[config.mk]
export PLATFORM = sky130hd
export DESIGN_NAME = dsd_supervisor
export DESIGN_NICKNAME = d
export VERILOG_FILES = /design/src/pkg/dsd_pkg.sv /design/src/rtl/dsd_timebase.sv /design/src/rtl/dsd_supervisor.sv
export SDC_FILE = /design/constraint.sdc
export NUM_CORES = 1
export LEC_CHECK = 0
export BUFFER_PORTS_ARGS = -buffer_cell sky130_fd_sc_hd__clkbuf_2
export CORE_MARGIN = 2
export CORE_UTILIZATION = 50
export CTS_BUF_LIST = sky130_fd_sc_hd__clkbuf_8
export DETAILED_ROUTE_END_ITERATION = 8
export PLACE_DENSITY = 0.8
export RECOVER_POWER = 100
export SKIP_CTS_REPAIR_TIMING = 1
export SYNTH_ARGS = -nofsm -noshare
export SYNTH_HDL_FRONTEND = slang
export SYNTH_HIERARCHICAL = 1
export SYNTH_SLANG_ARGS = --single-unit
[constraint.sdc]
create_clock -name clk_in -period 6.4 [get_ports clk_in]
set_input_delay 0.32 -clock clk_in [delete_from_list [all_inputs] [get_ports clk_in]]
set_output_delay 0.32 -clock clk_in [all_outputs]
set_load 0.02 [all_outputs]
[src/pkg/dsd_pkg.sv]
package dsd_pkg;

   ////////////////////////////////////////////////////////////////////////////////
   // clock and timebase
   localparam int unsigned CLK_PERIOD_NS      = 4;
   localparam int unsigned TICK_US            = 7900;
   localparam int unsigned DIAG_TICK_US       = 10500;
   localparam int unsigned EMIT_PULSE_US      = 100;
   localparam int unsigned TICK_CYCLES        = TICK_US * 1000 / CLK_PERIOD_NS;
   localparam int unsigned DIAG_TICK_CYCLES   = DIAG_TICK_US * 1000 / CLK_PERIOD_NS;
   // least time: round up
   localparam int unsigned EMIT_PULSE_CYCLES  =
      (EMIT_PULSE_US * 1000 + CLK_PERIOD_NS - 1) / CLK_PERIOD_NS;

   ////////////////////////////////////////////////////////////////////////////////
   // standby cycle, counted in timebase ticks
   localparam int unsigned CHECK_PERIOD_MS    = 32000;
   localparam int unsigned CHIRP_OFFSET_MS    = 16200;
   localparam int unsigned DISCHARGE_MS       = 1000;
   localparam int unsigned CYCLE_TICKS        = CHECK_PERIOD_MS * 1000 / TICK_US;
   localparam int unsigned OFFSET_TICKS       = CHIRP_OFFSET_MS * 1000 / TICK_US;
   localparam int unsigned DISCHARGE_TICKS    =
      (DISCHARGE_MS * 1000 + TICK_US - 1) / TICK_US;
   localparam int unsigned PHASE_W            = 12;
   localparam logic [11:0] LED_PHASE          = 12'h000;
   localparam logic [11:0] SUPPLY_CHIRP_PHASE = 12'h001;
   localparam logic [11:0] CHAMBER_TEST_PHASE = 12'h002;
   localparam logic [11:0] CHAMBER_CHIRP_PHASE = SUPPLY_CHIRP_PHASE + OFFSET_TICKS[11:0];
   localparam logic [11:0] LAST_PHASE         = CYCLE_TICKS[11:0] - 12'h001;
   localparam logic [1:0]  FAIL_LIMIT         = 2'h2;

   ////////////////////////////////////////////////////////////////////////////////
   // register map, byte addresses
   localparam logic [3:0]  REG_CTRL           = 4'h0;
   localparam logic [3:0]  REG_STATUS         = 4'h4;
   localparam logic [3:0]  REG_PHASE          = 4'h8;
   localparam int unsigned CTRL_EXT_CLK_BIT   = 0;
   localparam int unsigned CTRL_CHECK_EN_BIT  = 1;
   localparam int unsigned CTRL_FAIL_CLR_BIT  = 2;
   localparam logic        CTRL_EXT_CLK_RST   = 1'h0;
   localparam logic        CTRL_CHECK_EN_RST  = 1'h1;

   ////////////////////////////////////////////////////////////////////////////////
   // operating modes, gray coded
   typedef enum logic [1:0] {
      DSD_STANDBY = 2'h0,
      DSD_LOCAL   = 2'h1,
      DSD_REMOTE  = 2'h3,
      DSD_DIAG    = 2'h2
   } dsd_mode_t;

endpackage : dsd_pkg

[src/rtl/dsd_timebase.sv]
`timescale 1ns/10ps
module dsd_timebase #(
   parameter int unsigned TICK_CYCLES  = dsd_pkg::TICK_CYCLES,
   parameter int unsigned DIAG_CYCLES  = dsd_pkg::DIAG_TICK_CYCLES,
   parameter int unsigned PULSE_CYCLES = dsd_pkg::EMIT_PULSE_CYCLES
) (
   // clock and reset
   input  wire logic clk_in,
   input  wire logic rst_in,
   // period selection
   input  wire logic diag_in,
   input  wire logic ext_sel_in,
   input  wire logic ext_edge_in,
   // timing outputs
   output logic      tick_out,
   output logic      window_out
);

   logic [31:0] div_cnt;
   logic [31:0] win_cnt;
   logic [31:0] period;

   generate
      if (TICK_CYCLES < 2 || DIAG_CYCLES < 2 || PULSE_CYCLES < 1 ||
          PULSE_CYCLES >= TICK_CYCLES || PULSE_CYCLES >= DIAG_CYCLES) begin : g_bad
         $error("dsd_timebase: pulse must be shorter than both periods");
      end
   endgenerate

   ////////////////////////////////////////////////////////////////////////////////
   assign period   = diag_in ? DIAG_CYCLES : TICK_CYCLES;
   // >= so a shorter period after a mode change still wraps
   assign tick_out = ext_sel_in ? ext_edge_in : (div_cnt >= period - 32'h1);
   assign window_out = (win_cnt != PULSE_CYCLES);

   always_ff @(posedge clk_in) begin
      if (rst_in || tick_out) begin
         div_cnt <= 32'h0;
      end else begin
         div_cnt <= div_cnt + 32'h1;
      end
   end

   always_ff @(posedge clk_in) begin
      if (rst_in) begin
         win_cnt <= PULSE_CYCLES;
      end else if (tick_out) begin
         win_cnt <= 32'h0;
      end else if (win_cnt != PULSE_CYCLES) begin
         win_cnt <= win_cnt + 32'h1;
      end
   end

endmodule : dsd_timebase

[src/rtl/dsd_supervisor.sv]
// The placing of the registers and the Avalon-MM slave port were left to the implementer.
`timescale 1ns/10ps
// Notes on behaviour
// - latch supply-low at end of indicator pulse
// - supply-low chirp one tick every cycle
// - chamber test every cycle at high gain
// - two failed chamber tests start chirping
// - supply chirp next to pulse, chamber later
// - no checks during local or remote alarm
// - below-ground test input enters diagnostic mode
// - diagnostic: chamber supply on, emitter every tick
// - diagnostic: interconnect released, high routes amplifier
// - threshold input picks gain and output pin
// - diagnostic amplification only during emitter pulse
// - feedback high adds hysteresis at normal gain
// - diagnostic mode accepts external oscillator clock
// - diagnostic horn pin shows smoke integrator
// - diagnostic indicator shows supply-low directly
// - no smoke sampling while horn sounds
// - local horn cycles complete, remote may cut
// - discharge only after local alarm
// - standby intervals counted from 7.9 ms tick
// - indicator pulse one tick every cycle
// - discharge enabled for one second after local
module dsd_supervisor #(
   parameter int unsigned TICK_CYCLES  = dsd_pkg::TICK_CYCLES,
   parameter int unsigned DIAG_CYCLES  = dsd_pkg::DIAG_TICK_CYCLES,
   parameter int unsigned PULSE_CYCLES = dsd_pkg::EMIT_PULSE_CYCLES,
   parameter int unsigned HORN_CYCLE   = 64,
   parameter int unsigned HORN_ON      = 32
) (
   // clock and reset
   input  wire logic        clk_in,
   input  wire logic        rst_in,
   // avalon-mm slave
   input  wire logic [3:0]  avs_address_in,
   input  wire logic        avs_read_in,
   input  wire logic        avs_write_in,
   input  wire logic [31:0] avs_writedata_in,
   input  wire logic [3:0]  avs_byteenable_in,
   output logic [31:0]      avs_readdata_out,
   output logic             avs_waitrequest_out,
   // comparator results and alarm state
   input  wire logic        supply_low_in,
   input  wire logic        chamber_fail_in,
   input  wire logic        smoke_integrator_in,
   input  wire logic        local_alarm_in,
   input  wire logic        remote_alarm_in,
   // test fixture and pins
   input  wire logic        test_below_ground_in,
   input  wire logic        supply_threshold_input_in,
   input  wire logic        feed_in,
   input  wire logic        ext_osc_in,
   // interconnect line
   input  wire logic        io_in,
   output logic             io_out,
   output logic             io_oe_n_out,
   output logic             io_discharge_out,
   // chamber and amplifier control
   output logic             chamber_supply_out,
   output logic             emitter_pulse_drive_out,
   output logic             photo_amp_en_out,
   output logic             high_gain_out,
   output logic             hysteresis_out,
   output logic             first_gain_pin_out,
   output logic             second_gain_pin_out,
   // annunciation
   output logic             horn_drive_pin_out,
   output logic             indicator_out,
   output logic             smoke_sample_inhibit_out,
   output logic             diag_mode_out
);

   generate
      if (HORN_CYCLE < 2 || HORN_ON < 1 || HORN_ON >= HORN_CYCLE ||
          HORN_CYCLE > 65535) begin : g_bad
         $error("dsd_supervisor: horn on time must be inside the horn cycle");
      end
   endgenerate

   dsd_pkg::dsd_mode_t mode;
   dsd_pkg::dsd_mode_t next_mode;
   logic [11:0]  phase;
   logic         tick;
   logic         window;
   logic         ext_prev;
   logic         ext_edge;
   logic         ext_sel;
   logic         ctrl_ext_clk;
   logic         ctrl_check_en;
   logic         fail_clr;
   logic         supply_low_held;
   logic [1:0]   fail_count;
   logic [15:0]  horn_cnt;
   logic         horn_run;
   logic         horn_local;
   logic [7:0]   dis_cnt;
   logic         standby_check;
   logic         diag;
   logic         alarm_horn;
   logic         supply_chirp;
   logic         chamber_chirp;
   logic         chamber_test;
   logic         horn_now;
   logic         route;
   logic         ack;
   logic         wr_ctrl;
   logic [31:0]  next_readdata;

   ////////////////////////////////////////////////////////////////////////////////
   // timebase

   assign ext_edge = ext_osc_in & ~ext_prev;
   assign ext_sel  = diag & ctrl_ext_clk;

   always_ff @(posedge clk_in) begin
      if (rst_in) begin
         ext_prev <= 1'h0;
      end else begin
         ext_prev <= ext_osc_in;
      end
   end

   dsd_timebase #(
      .TICK_CYCLES  (TICK_CYCLES),
      .DIAG_CYCLES  (DIAG_CYCLES),
      .PULSE_CYCLES (PULSE_CYCLES)
   ) u_timebase (
      .clk_in       (clk_in),
      .rst_in       (rst_in),
      .diag_in      (diag),
      .ext_sel_in   (ext_sel),
      .ext_edge_in  (ext_edge),
      .tick_out     (tick),
      .window_out   (window)
   );

   always_ff @(posedge clk_in) begin
      if (rst_in) begin
         phase <= 12'h000;
      end else if (tick) begin
         phase <= (phase == dsd_pkg::LAST_PHASE) ? 12'h000 : phase + 12'h001;
      end
   end

   ////////////////////////////////////////////////////////////////////////////////
   // mode

   assign diag = (mode == dsd_pkg::DSD_DIAG);

   always_comb begin
      next_mode = mode;
      unique case (mode)
         dsd_pkg::DSD_DIAG: begin
            next_mode = dsd_pkg::DSD_DIAG;
         end
         dsd_pkg::DSD_STANDBY, dsd_pkg::DSD_LOCAL, dsd_pkg::DSD_REMOTE: begin
            // sampled on an internal clock tick
            if (tick && test_below_ground_in) begin
               next_mode = dsd_pkg::DSD_DIAG;
            end else if (local_alarm_in) begin
               next_mode = dsd_pkg::DSD_LOCAL;
            end else if (remote_alarm_in) begin
               next_mode = dsd_pkg::DSD_REMOTE;
            end else begin
               next_mode = dsd_pkg::DSD_STANDBY;
            end
         end
      endcase
   end

   always_ff @(posedge clk_in) begin
      if (rst_in) begin
         mode <= dsd_pkg::DSD_STANDBY;
      end else begin
         mode <= next_mode;
      end
   end

   ////////////////////////////////////////////////////////////////////////////////
   // supervision checks

   assign standby_check = (mode == dsd_pkg::DSD_STANDBY) & ctrl_check_en;
   // high gain during the test tick
   assign chamber_test  = standby_check & (phase == dsd_pkg::CHAMBER_TEST_PHASE);

   // latch as the indicator tick ends
   always_ff @(posedge clk_in) begin
      if (rst_in) begin
         supply_low_held <= 1'h0;
      end else if (tick && standby_check && phase == dsd_pkg::LED_PHASE) begin
         supply_low_held <= supply_low_in;
      end
   end

   // pass clears; hardware update wins over software clear
   always_ff @(posedge clk_in) begin
      if (rst_in) begin
         fail_count <= 2'h0;
      end else if (tick && chamber_test) begin
         if (!chamber_fail_in) begin
            fail_count <= 2'h0;
         end else if (fail_count != dsd_pkg::FAIL_LIMIT) begin
            fail_count <= fail_count + 2'h1;
         end
      end else if (fail_clr) begin
         fail_count <= 2'h0;
      end
   end

   // supply chirp while the latched status is set
   assign supply_chirp  = standby_check & supply_low_held &
                          (phase == dsd_pkg::SUPPLY_CHIRP_PHASE);
   // chamber chirp offset from the supply chirp
   assign chamber_chirp = standby_check & (fail_count == dsd_pkg::FAIL_LIMIT) &
                          (phase == dsd_pkg::CHAMBER_CHIRP_PHASE);

   ////////////////////////////////////////////////////////////////////////////////
   // alarm horn cycle

   // local cycles finish, remote ones stop at once
   always_ff @(posedge clk_in) begin
      if (rst_in) begin
         horn_run   <= 1'h0;
         horn_local <= 1'h0;
         horn_cnt   <= 16'h0000;
      end else if (horn_run && !horn_local &&
                   mode != dsd_pkg::DSD_REMOTE && mode != dsd_pkg::DSD_LOCAL) begin
         horn_run <= 1'h0;
      end else if (tick) begin
         if (!horn_run || horn_cnt == HORN_CYCLE[15:0] - 16'h0001) begin
            horn_run   <= (mode == dsd_pkg::DSD_LOCAL) || (mode == dsd_pkg::DSD_REMOTE);
            horn_local <= (mode == dsd_pkg::DSD_LOCAL);
            horn_cnt   <= 16'h0000;
         end else begin
            horn_cnt <= horn_cnt + 16'h0001;
         end
      end
   end

   assign alarm_horn = horn_run & (horn_cnt < HORN_ON[15:0]);
   assign horn_now   = alarm_horn | supply_chirp | chamber_chirp;

   ////////////////////////////////////////////////////////////////////////////////
   // interconnect discharge

   // one second after a local alarm ends
   // loaded only when leaving local alarm
   always_ff @(posedge clk_in) begin
      if (rst_in) begin
         dis_cnt <= 8'h00;
      end else if (mode == dsd_pkg::DSD_LOCAL && next_mode != dsd_pkg::DSD_LOCAL) begin
         dis_cnt <= dsd_pkg::DISCHARGE_TICKS[7:0];
      end else if (tick && dis_cnt != 8'h00) begin
         dis_cnt <= dis_cnt - 8'h01;
      end
   end

   ////////////////////////////////////////////////////////////////////////////////
   // registered pin outputs

   assign route = diag & io_in;

   always_ff @(posedge clk_in) begin
      if (rst_in) begin
         io_out                   <= 1'h0;
         io_oe_n_out              <= 1'h1;
         io_discharge_out         <= 1'h0;
         chamber_supply_out       <= 1'h0;
         emitter_pulse_drive_out  <= 1'h0;
         photo_amp_en_out         <= 1'h0;
         high_gain_out            <= 1'h0;
         hysteresis_out           <= 1'h0;
         first_gain_pin_out       <= 1'h0;
         second_gain_pin_out      <= 1'h0;
         horn_drive_pin_out       <= 1'h0;
         indicator_out            <= 1'h0;
         smoke_sample_inhibit_out <= 1'h0;
         diag_mode_out            <= 1'h0;
      end else begin
         diag_mode_out    <= diag;
         io_out           <= (mode == dsd_pkg::DSD_LOCAL);
         io_oe_n_out      <= (mode != dsd_pkg::DSD_LOCAL);
         io_discharge_out <= (dis_cnt != 8'h00) & ~diag;
         // chamber supply held on, emitter each tick
         chamber_supply_out      <= diag | chamber_test;
         emitter_pulse_drive_out <= window & (diag | chamber_test);
         // amplifier gated by the emitter window
         photo_amp_en_out        <= window & (diag | chamber_test);
         // gain and output pin from threshold input
         high_gain_out       <= diag ? (route & supply_threshold_input_in) : chamber_test;
         first_gain_pin_out  <= route & ~supply_threshold_input_in & window;
         second_gain_pin_out <= route & supply_threshold_input_in & window;
         hysteresis_out <= diag ? (~supply_threshold_input_in & feed_in)
                                : (mode == dsd_pkg::DSD_LOCAL);
         // integrator state on the horn pin
         horn_drive_pin_out <= diag ? smoke_integrator_in : horn_now;
         // one tick indicator pulse per cycle
         indicator_out <= diag ? supply_low_in :
                          ((mode == dsd_pkg::DSD_STANDBY) & (phase == dsd_pkg::LED_PHASE));
         // sampling held off while the horn sounds
         smoke_sample_inhibit_out <= ~diag & horn_now;
      end
   end

   ////////////////////////////////////////////////////////////////////////////////
   // register slave: one wait cycle, answer in the second

   assign avs_waitrequest_out = (avs_read_in | avs_write_in) & ~ack;
   // a write lands at the edge that ends the wait, the one the master samples
   assign wr_ctrl  = avs_write_in & ack & (avs_address_in == dsd_pkg::REG_CTRL) &
                     avs_byteenable_in[0];
   // clear pulse is write-only and never stored
   assign fail_clr = wr_ctrl & avs_writedata_in[dsd_pkg::CTRL_FAIL_CLR_BIT];

   always_comb begin
      next_readdata = 32'h0000_0000;
      unique case (avs_address_in)
         dsd_pkg::REG_CTRL: begin
            next_readdata[dsd_pkg::CTRL_EXT_CLK_BIT]  = ctrl_ext_clk;
            next_readdata[dsd_pkg::CTRL_CHECK_EN_BIT] = ctrl_check_en;
         end
         dsd_pkg::REG_STATUS: begin
            next_readdata[7:0] = {dis_cnt != 8'h00, mode, chamber_chirp, supply_chirp,
                                  fail_count, supply_low_held};
         end
         dsd_pkg::REG_PHASE: begin
            next_readdata[11:0] = phase;
         end
         default: begin
            next_readdata = 32'h0000_0000;
         end
      endcase
   end

   always_ff @(posedge clk_in) begin
      if (rst_in) begin
         ack              <= 1'h0;
         avs_readdata_out <= 32'h0000_0000;
      end else begin
         ack              <= (avs_read_in | avs_write_in) & ~ack;
         avs_readdata_out <= next_readdata;
      end
   end

   always_ff @(posedge clk_in) begin
      if (rst_in) begin
         ctrl_ext_clk  <= dsd_pkg::CTRL_EXT_CLK_RST;
         ctrl_check_en <= dsd_pkg::CTRL_CHECK_EN_RST;
      end else if (wr_ctrl) begin
         ctrl_ext_clk  <= avs_writedata_in[dsd_pkg::CTRL_EXT_CLK_BIT];
         ctrl_check_en <= avs_writedata_in[dsd_pkg::CTRL_CHECK_EN_BIT];
      end
   end

   ////////////////////////////////////////////////////////////////////////////////
   // assertions

   a_supply_capture: assert property (@(posedge clk_in) disable iff (rst_in)
      tick && standby_check && phase == dsd_pkg::LED_PHASE
      |=> supply_low_held == $past(supply_low_in))
      else $error("supply-low status not latched at indicator end");

   a_supply_chirp: assert property (@(posedge clk_in) disable iff (rst_in)
      supply_chirp && !diag |=> horn_drive_pin_out)
      else $error("supply-low chirp missing");

   a_chamber_gain: assert property (@(posedge clk_in) disable iff (rst_in)
      chamber_test && !diag |=> high_gain_out && chamber_supply_out)
      else $error("chamber test without high gain");

   a_chamber_chirp: assert property (@(posedge clk_in) disable iff (rst_in)
      standby_check && fail_count == 2'h2 && phase == dsd_pkg::CHAMBER_CHIRP_PHASE
      |=> horn_drive_pin_out)
      else $error("chamber failure chirp missing");

   a_checks_skipped: assert property (@(posedge clk_in) disable iff (rst_in)
      mode == dsd_pkg::DSD_LOCAL || mode == dsd_pkg::DSD_REMOTE
      |=> $stable(supply_low_held))
      else $error("supply check ran during alarm");

   a_diag_sticky: assert property (@(posedge clk_in) disable iff (rst_in)
      diag |=> diag && diag_mode_out)
      else $error("diagnostic mode left without reset");

   a_diag_release: assert property (@(posedge clk_in) disable iff (rst_in)
      diag |=> io_oe_n_out && !io_discharge_out && chamber_supply_out)
      else $error("diagnostic pin state wrong");

   a_diag_gain_pin: assert property (@(posedge clk_in) disable iff (rst_in)
      diag && io_in && window |=> first_gain_pin_out != second_gain_pin_out)
      else $error("gain pin routing wrong");

   a_diag_horn: assert property (@(posedge clk_in) disable iff (rst_in)
      diag |=> horn_drive_pin_out == $past(smoke_integrator_in))
      else $error("horn pin not showing integrator");

   a_diag_led: assert property (@(posedge clk_in) disable iff (rst_in)
      diag |=> indicator_out == $past(supply_low_in))
      else $error("indicator not showing supply status");

   a_discharge_on: assert property (@(posedge clk_in) disable iff (rst_in)
      mode == dsd_pkg::DSD_LOCAL && next_mode == dsd_pkg::DSD_STANDBY
      |=> ##1 io_discharge_out)
      else $error("discharge not started after local alarm");

   a_inhibit_horn: assert property (@(posedge clk_in) disable iff (rst_in)
      horn_drive_pin_out && !diag_mode_out |-> smoke_sample_inhibit_out)
      else $error("smoke sampling allowed while horn sounds");

endmodule : dsd_supervisor

# Word-level counts from Yosys, hierarchy flattened
# Cells that the tools add are included.
[classes]
n_addsub = 7
n_lt_le_gt_ge = 2
eq_ne = 17
mux = 22
bitwise = 34
reduce_logical = 30
[ops]
columns = ["op", "n"]
rows = [
  ["32-bit by 1-bit adder with 32-bit output (second input constant)", 2],
  ["32-bit greater-or-equal comparator", 1],
  ["32-bit by 15-bit != test with 1-bit output (second input constant)", 1],
  ["32-bit by 1-bit subtractor with 32-bit output (second input constant)", 1],
  ["15-bit two-way mux", 2],
  ["1-bit bitwise AND", 24],
  ["12-bit equality test (second input constant)", 2],
  ["22-bit two-way mux", 1],
  ["16-bit by 1-bit adder with 16-bit output (second input constant)", 1],
  ["16-bit by 6-bit equality test with 1-bit output (second input constant)", 1],
  ["16-bit by 6-bit < comparator with 1-bit output (second input constant)", 1],
  ["16-bit two-way mux", 1],
  ["2-bit two-way mux", 7],
  ["7-bit two-way mux", 2],
  ["12-bit by 1-bit adder with 12-bit output (second input constant)", 1],
  ["12-bit by 1-bit equality test with 1-bit output (second input constant)", 1],
  ["12-bit by 2-bit equality test with 1-bit output (second input constant)", 1],
  ["12-bit logical NOT", 1],
  ["12-bit two-way mux", 1],
  ["6-bit case mux with 2 select lines", 1],
  ["1-bit logical AND", 9],
  ["8-bit nonzero test", 1],
  ["2-bit OR reduction", 4],
  ["8-bit by 1-bit subtractor with 8-bit output (second input constant)", 1],
  ["21 further kinds", 44],
]
[totals]
ff_bits = 156
out_inout_bits = 47

# Longest topological paths before layout
[logic_depth]
ltp_word = 11
mapped_depth = 16
mapped_depth_nobuf = 14

# Hierarchy
# Netlist, hierarchy kept.
[by_module_without_submodules]
columns = ["module", "instances", "cells_per_inst", "area_each_um2"]
rows = [
  ["dsd_supervisor", 1, 388, 3424.5],
  ["dsd_timebase", 1, 405, 3352.0],
]

# Least setup slack after synthesis
# OpenSTA, ideal clock, no wires.
[synth_timing]
path_kind = "register -> register"
startpoint = "reg mode[0]"
endpoint = "reg dis_cnt[5]"
setup_time_ns = 0.132
arrival_time_ns = 3.417
required_time_ns = 6.268
slack_ns = 2.851
path_stages_with_launch = 16
synth_period_minus_slack_ns = 3.549
cell_sequence = "dfxtp_1 inv_1 nand2_1 inv_1 inv_1 ha_1 a21oi_1 a21boi_0 a211oi_1 nor4_1 o22a_1 clkbuf_1 or3b_2 a211oi_1 xnor2_1 a21oi_1"
[synth_between]
elab_chain_cells = 11
word_cells_on_any_way = 18
[synth_lines]
columns = ["item", "line", "source"]
rows = [
  ["start, declared", "dsd_supervisor.sv:81", "dsd_pkg::dsd_mode_t mode;"],
  ["start signal, assigned", "dsd_supervisor.sv:174", "mode <= dsd_pkg::DSD_STANDBY;"],
  ["start signal, assigned", "dsd_supervisor.sv:176", "mode <= next_mode;"],
  ["2-bit equality test (*)", "dsd_supervisor.sv:149", "assign diag = (mode == dsd_pkg::DSD_DIAG);"],
  ["named net diag", "dsd_supervisor.sv:99", "logic diag;"],
  ["22-bit two-way mux", "dsd_timebase.sv:31", "assign period = diag_in ? DIAG_CYCLES : TICK_CYCLES;"],
  ["32-bit by 1-bit subtractor with 32-bit output", "dsd_timebase.sv:33", "assign tick_out = ext_sel_in ? ext_edge_in : (div_cnt >= period - 32'h1);"],
  ["32-bit greater-or-equal comparator", "dsd_timebase.sv:33", ""],
  ["1-bit two-way mux (*)", "dsd_timebase.sv:33", ""],
  ["named net tick", "dsd_supervisor.sv:84", "logic tick;"],
  ["1-bit logical AND", "dsd_supervisor.sv:159", "if (tick && test_below_ground_in) begin"],
  ["2-bit two-way mux", "dsd_supervisor.sv:159", ""],
  ["2-bit case mux with 2 select lines", "dsd_supervisor.sv:153", "unique case (mode)"],
  ["2-bit by 1-bit != test with 1-bit output", "dsd_supervisor.sv:252", "end else if (mode == dsd_pkg::DSD_LOCAL && next_mode != dsd_pkg::DSD_LOCAL) begin"],
  ["1-bit logical AND", "dsd_supervisor.sv:252", ""],
  ["7-bit two-way mux or 2-bit nonzero test (tied branches)", "-", ""],
  ["end signal, assigned", "dsd_supervisor.sv:253", "dis_cnt <= dsd_pkg::DISCHARGE_TICKS[7:0];"],
  ["end signal, assigned", "dsd_supervisor.sv:255", "dis_cnt <= dis_cnt - 8'h01;"],
  ["end, declared", "dsd_supervisor.sv:97", "logic [7:0] dis_cnt;"],
]
# The timed path passes the listed nets; every way through them passes the cells marked *.
# A chain may end at the register's enable or synchronous reset.

# Final worst setup path
[layout_timing]
startpoint = "reg mode[0]"
endpoint = "reg u_timebase.win_cnt[0]"
[layout_between]
elab_chain_cells = 6
word_cells_on_any_way = 7
[layout_lines]
columns = ["item", "line", "source"]
rows = [
  ["2-bit equality test (*)", "dsd_supervisor.sv:149", ""],
  ["named net diag", "dsd_supervisor.sv:99", ""],
  ["22-bit two-way mux", "dsd_timebase.sv:31", ""],
  ["32-bit by 1-bit subtractor with 32-bit output", "dsd_timebase.sv:33", ""],
  ["32-bit greater-or-equal comparator", "dsd_timebase.sv:33", ""],
  ["1-bit two-way mux (*)", "dsd_timebase.sv:33", ""],
  ["2-bit OR reduction (no line) (*)", "-", ""],
  ["end signal, assigned", "dsd_timebase.sv:50", "win_cnt <= win_cnt + 32'h1;"],
  ["end, declared", "dsd_timebase.sv:20", "logic [31:0] win_cnt;"],
]
# Marks and branches as above.

==> impl_results.md <==
- Hold Path Class: primary input to register
- TritonRoute pass-1 iters: 4
- Static Leak: ~2.6 nW
- Fin. Hold Viols: 0
- # DRC: 0
- Startpoint types: register
- 1st-iter DRT viols: 360
- Row count: 42
- Core area: roughly 13,000 sq um
- Post-route minimum period: ~5.3 ns
- P per Cell Area: about 230 nW/um^2
- Gr usage total: 0.2026
- Port buffer count: 48
- Post-layout util: 0.5570
- Post-Route WL: between 10 and 15 mm
- Max Slew Vio Count: 97
- Clock Skew: between 0.007 and 0.008 ns
- Main synth FF type: dfxtp_1
- Number of CTS-inserted buffers: 17
- CTS tree: yes
- Tcrit/Tclk final: 0.8313
- Ports: roughly 100
- Setup CP Type: register to register
- Arrival @ worst endpoint: between 5 and 6 ns
- Clock buffer depth: 2
- Vias: approximately 5,600
- Layout area overhead: 8.844%
- Failing checks: max-capacitance violations, max-slew violations
- Crit end category: register
- Nets: ~910
- Gate Count Post-Synth: 793
- Post-DR wirelength/cell: 13.73 microns
- Worst vdd ir: 0.0001203 V
- Reg-to-reg slack, setup: 1.08 ns
- Num Clock Sinks: 136
- EDFF count, synth: 0
- Worst-Margin Slew: 2.136 ns
- Share of layout cells above drive strength 1: 0.08166
- Cell taking the most area after synthesis: dfxtp_1
- Die Wd: 120.4 microns
- Post-route ant nets: 0
- Synth Warn #: 6
- Clk_lat worst skew: 0.45 ns
- Fin Setup TNS: 0 ns
- Die area: 14,500 sq um
- DR vias/cell: 5.508
- Max H-tree Level: 4
- Yosys cell types: 64
- Global-route wire length before repair: between 20 and 25 mm
- Outcome: finished with violations
- Unrepaired setup endpoints after global routing: no
- Crit-path max FO: 48
- # fillers: 1,202
- Largest net degree at the start of global routing: 49
- Vias in the first global route: 5,229
- Worst path required time: 6.65 ns
- # Max-Cap Violations: 2
- Number of diodes: 0
- RD Place Congestion: 0.8871
- Async SR Flop Fraction: 0
- Sequential cell area fraction in the yosys report: 0.4018
- Top cell type's share of synthesized area: 0.4018
- Number of synthesized register bits: 136
- Post-DP HPWL: 9.771 mm
- Initial core utilization: 0.5117
- Mapped Avg Cell Area: 8.545 sq um
- Area of the mapped netlist: a little under 7000 sq um
- Grt ovf: 0
- Initial antenna violation count: 0
- Die Ht: between 100 and 150 microns
- Max Clock Freq: 188.0 MHz
- Top cells by area, synth: dfxtp_1, xnor2_1, nor2_1
- Headroom to the max-slew limit: -0.4241
- Worst-path clk slew: roughly 0.070 ns
- Final setup viols: 0
- CTS Root Cell: clkbuf_8
==> layout make-up <==
class	instances	area, sq um	share of cell area
repair buffers	53	225.2	0.03053
clock inverters	12	148.9	0.02019
flip-flops and latches	136	2723	0.3691
inverters	36	135.1	0.01832
clock buffers	20	275.3	0.03732
well taps	176	220.2	0.02986
multi-input cells	588	3649	0.4947
==> cell families (layout without fill, tap and decap cells) <==
group | Yosys count | in the layout | share of synthesized area
compound gates | 93 | 93 | 0.08807
other cells | 1 | 20 | 0.0005534
mux | 9 | 9 | 0.01348
xor+xnor | 78 | 78 | 0.1008
fa+ha+maj | 21 | 21 | 0.03877
simple gates | 367 | 367 | 0.2897
buf+inv | 88 | 121 | 0.06684
flops | 136 | 136 | 0.4018
==> cells in the mapped netlist (all sizes together), types with 2 or more instances <==
master,instances
and3,10
nand3b,2
inv,36
clkbuf,18
xnor2,53
nand2,57
or2,3
xor2,25
o31a,3
a21oi,29
or3b,3
dfxtp,136
nor2b,5
o21ai,23
a211oi,12
nor3,29
nand3,33
nor3b,2
or4,8
and4,12
mux2i,8
nor4b,4
nor4,31
o31ai,4
a31oi,4
ha,21
buf,34
nand4,32
nand4b,2
a22o,4
o41ai,2
nor2,95
a21o,2
nand2b,9
or3,17
and2,10
==> sequential cells by signal, summed over array words and instances (netlist names), 2 cells and up <==
name and flops:
u_timebase/div_cnt 32, u_timebase/win_cnt 32, horn_cnt 16, avs_readdata_out 12, phase 12, dis_cnt 8, fail_count 2, mode 2
==> stage by stage <==
step	std cells	area [sq um]	setup WS (ns)	hold slack [ns]	power, mW
after floorplan	812	6848	2.851	0.3969	0.9836
after global placement	989	7039	1.566	0.4376	1.008
after detailed placement	989	7039	1.499	0.4492	1.010
after CTS	1021	7463	1.487	0.07511	1.750
after global routing	1021	7376	0.5761	0.1043	1.804
final	1021	7376	1.080	0.09654	1.730
==> worst max-delay path, stage by stage, from the launching register on <==
cell and delay (ns):
dfxtp_1 0.39, inv_1 0.10, nand2_1 0.26, inv_1 0.47
inv_1 0.24, ha_1 0.38, nand4_1 0.20, or4_1 0.52
o221ai_1 0.88, clkbuf_1 1.52, nor3_1 0.15
==> layout by cell type, fill, tap and decap left out, types with 7 or more instances in the layout <==
cell type,netlist,layout
a211oi_1,11,12
nor4_1,29,29
clkbuf_1,17,32
clkbuf_8,0,20
ha_1,21,21
nand3_1,32,32
dfxtp_1,136,136
xnor2_1,53,53
nand4_1,32,32
xor2_1,25,25
nor3_1,29,29
o21ai_0,23,23
or4_1,5,7
clkbuf_2,1,21
inv_1,36,36
a21oi_1,29,29
nand2_1,57,57
nand2b_1,8,8
conb_1,1,20
and3_1,9,9
or3_1,17,17
and4_1,11,11
and2_1,10,7
nor2_1,95,95
mux2i_1,8,8
==> final timing paths <==
| path | start | end | depth (start not counted) |
|---|---|---|---|
| min | feed_in | hysteresis_out | 3 |
| max | mode[0] | u_timebase/win_cnt[0] | 10 |
| max reg2reg | mode[0] | u_timebase/win_cnt[0] | 10 |
| min reg2reg | u_timebase/div_cnt[0] | u_timebase/div_cnt[0] | 1 |
==> routing by layer <==
| metal | track usage | share of wire |
|---|---|---|
| met1 | 0.2656 | 0.47 |
| met2 | 0.3231 | 0.46 |
| met3 | 0.05094 | 0.051 |
| met4 | 0.07413 | 0.015 |
| met5 | 0 | 0 |
==> power breakdown <==
part | internal [mW] | switching [mW]
Clock | 0.413 | 0.329
Combinational | 0.0361 | 0.0794
Sequential | 0.860 | 0.0125
Total | 1.31 | 0.421
Power figures use the tool's default switching activity.
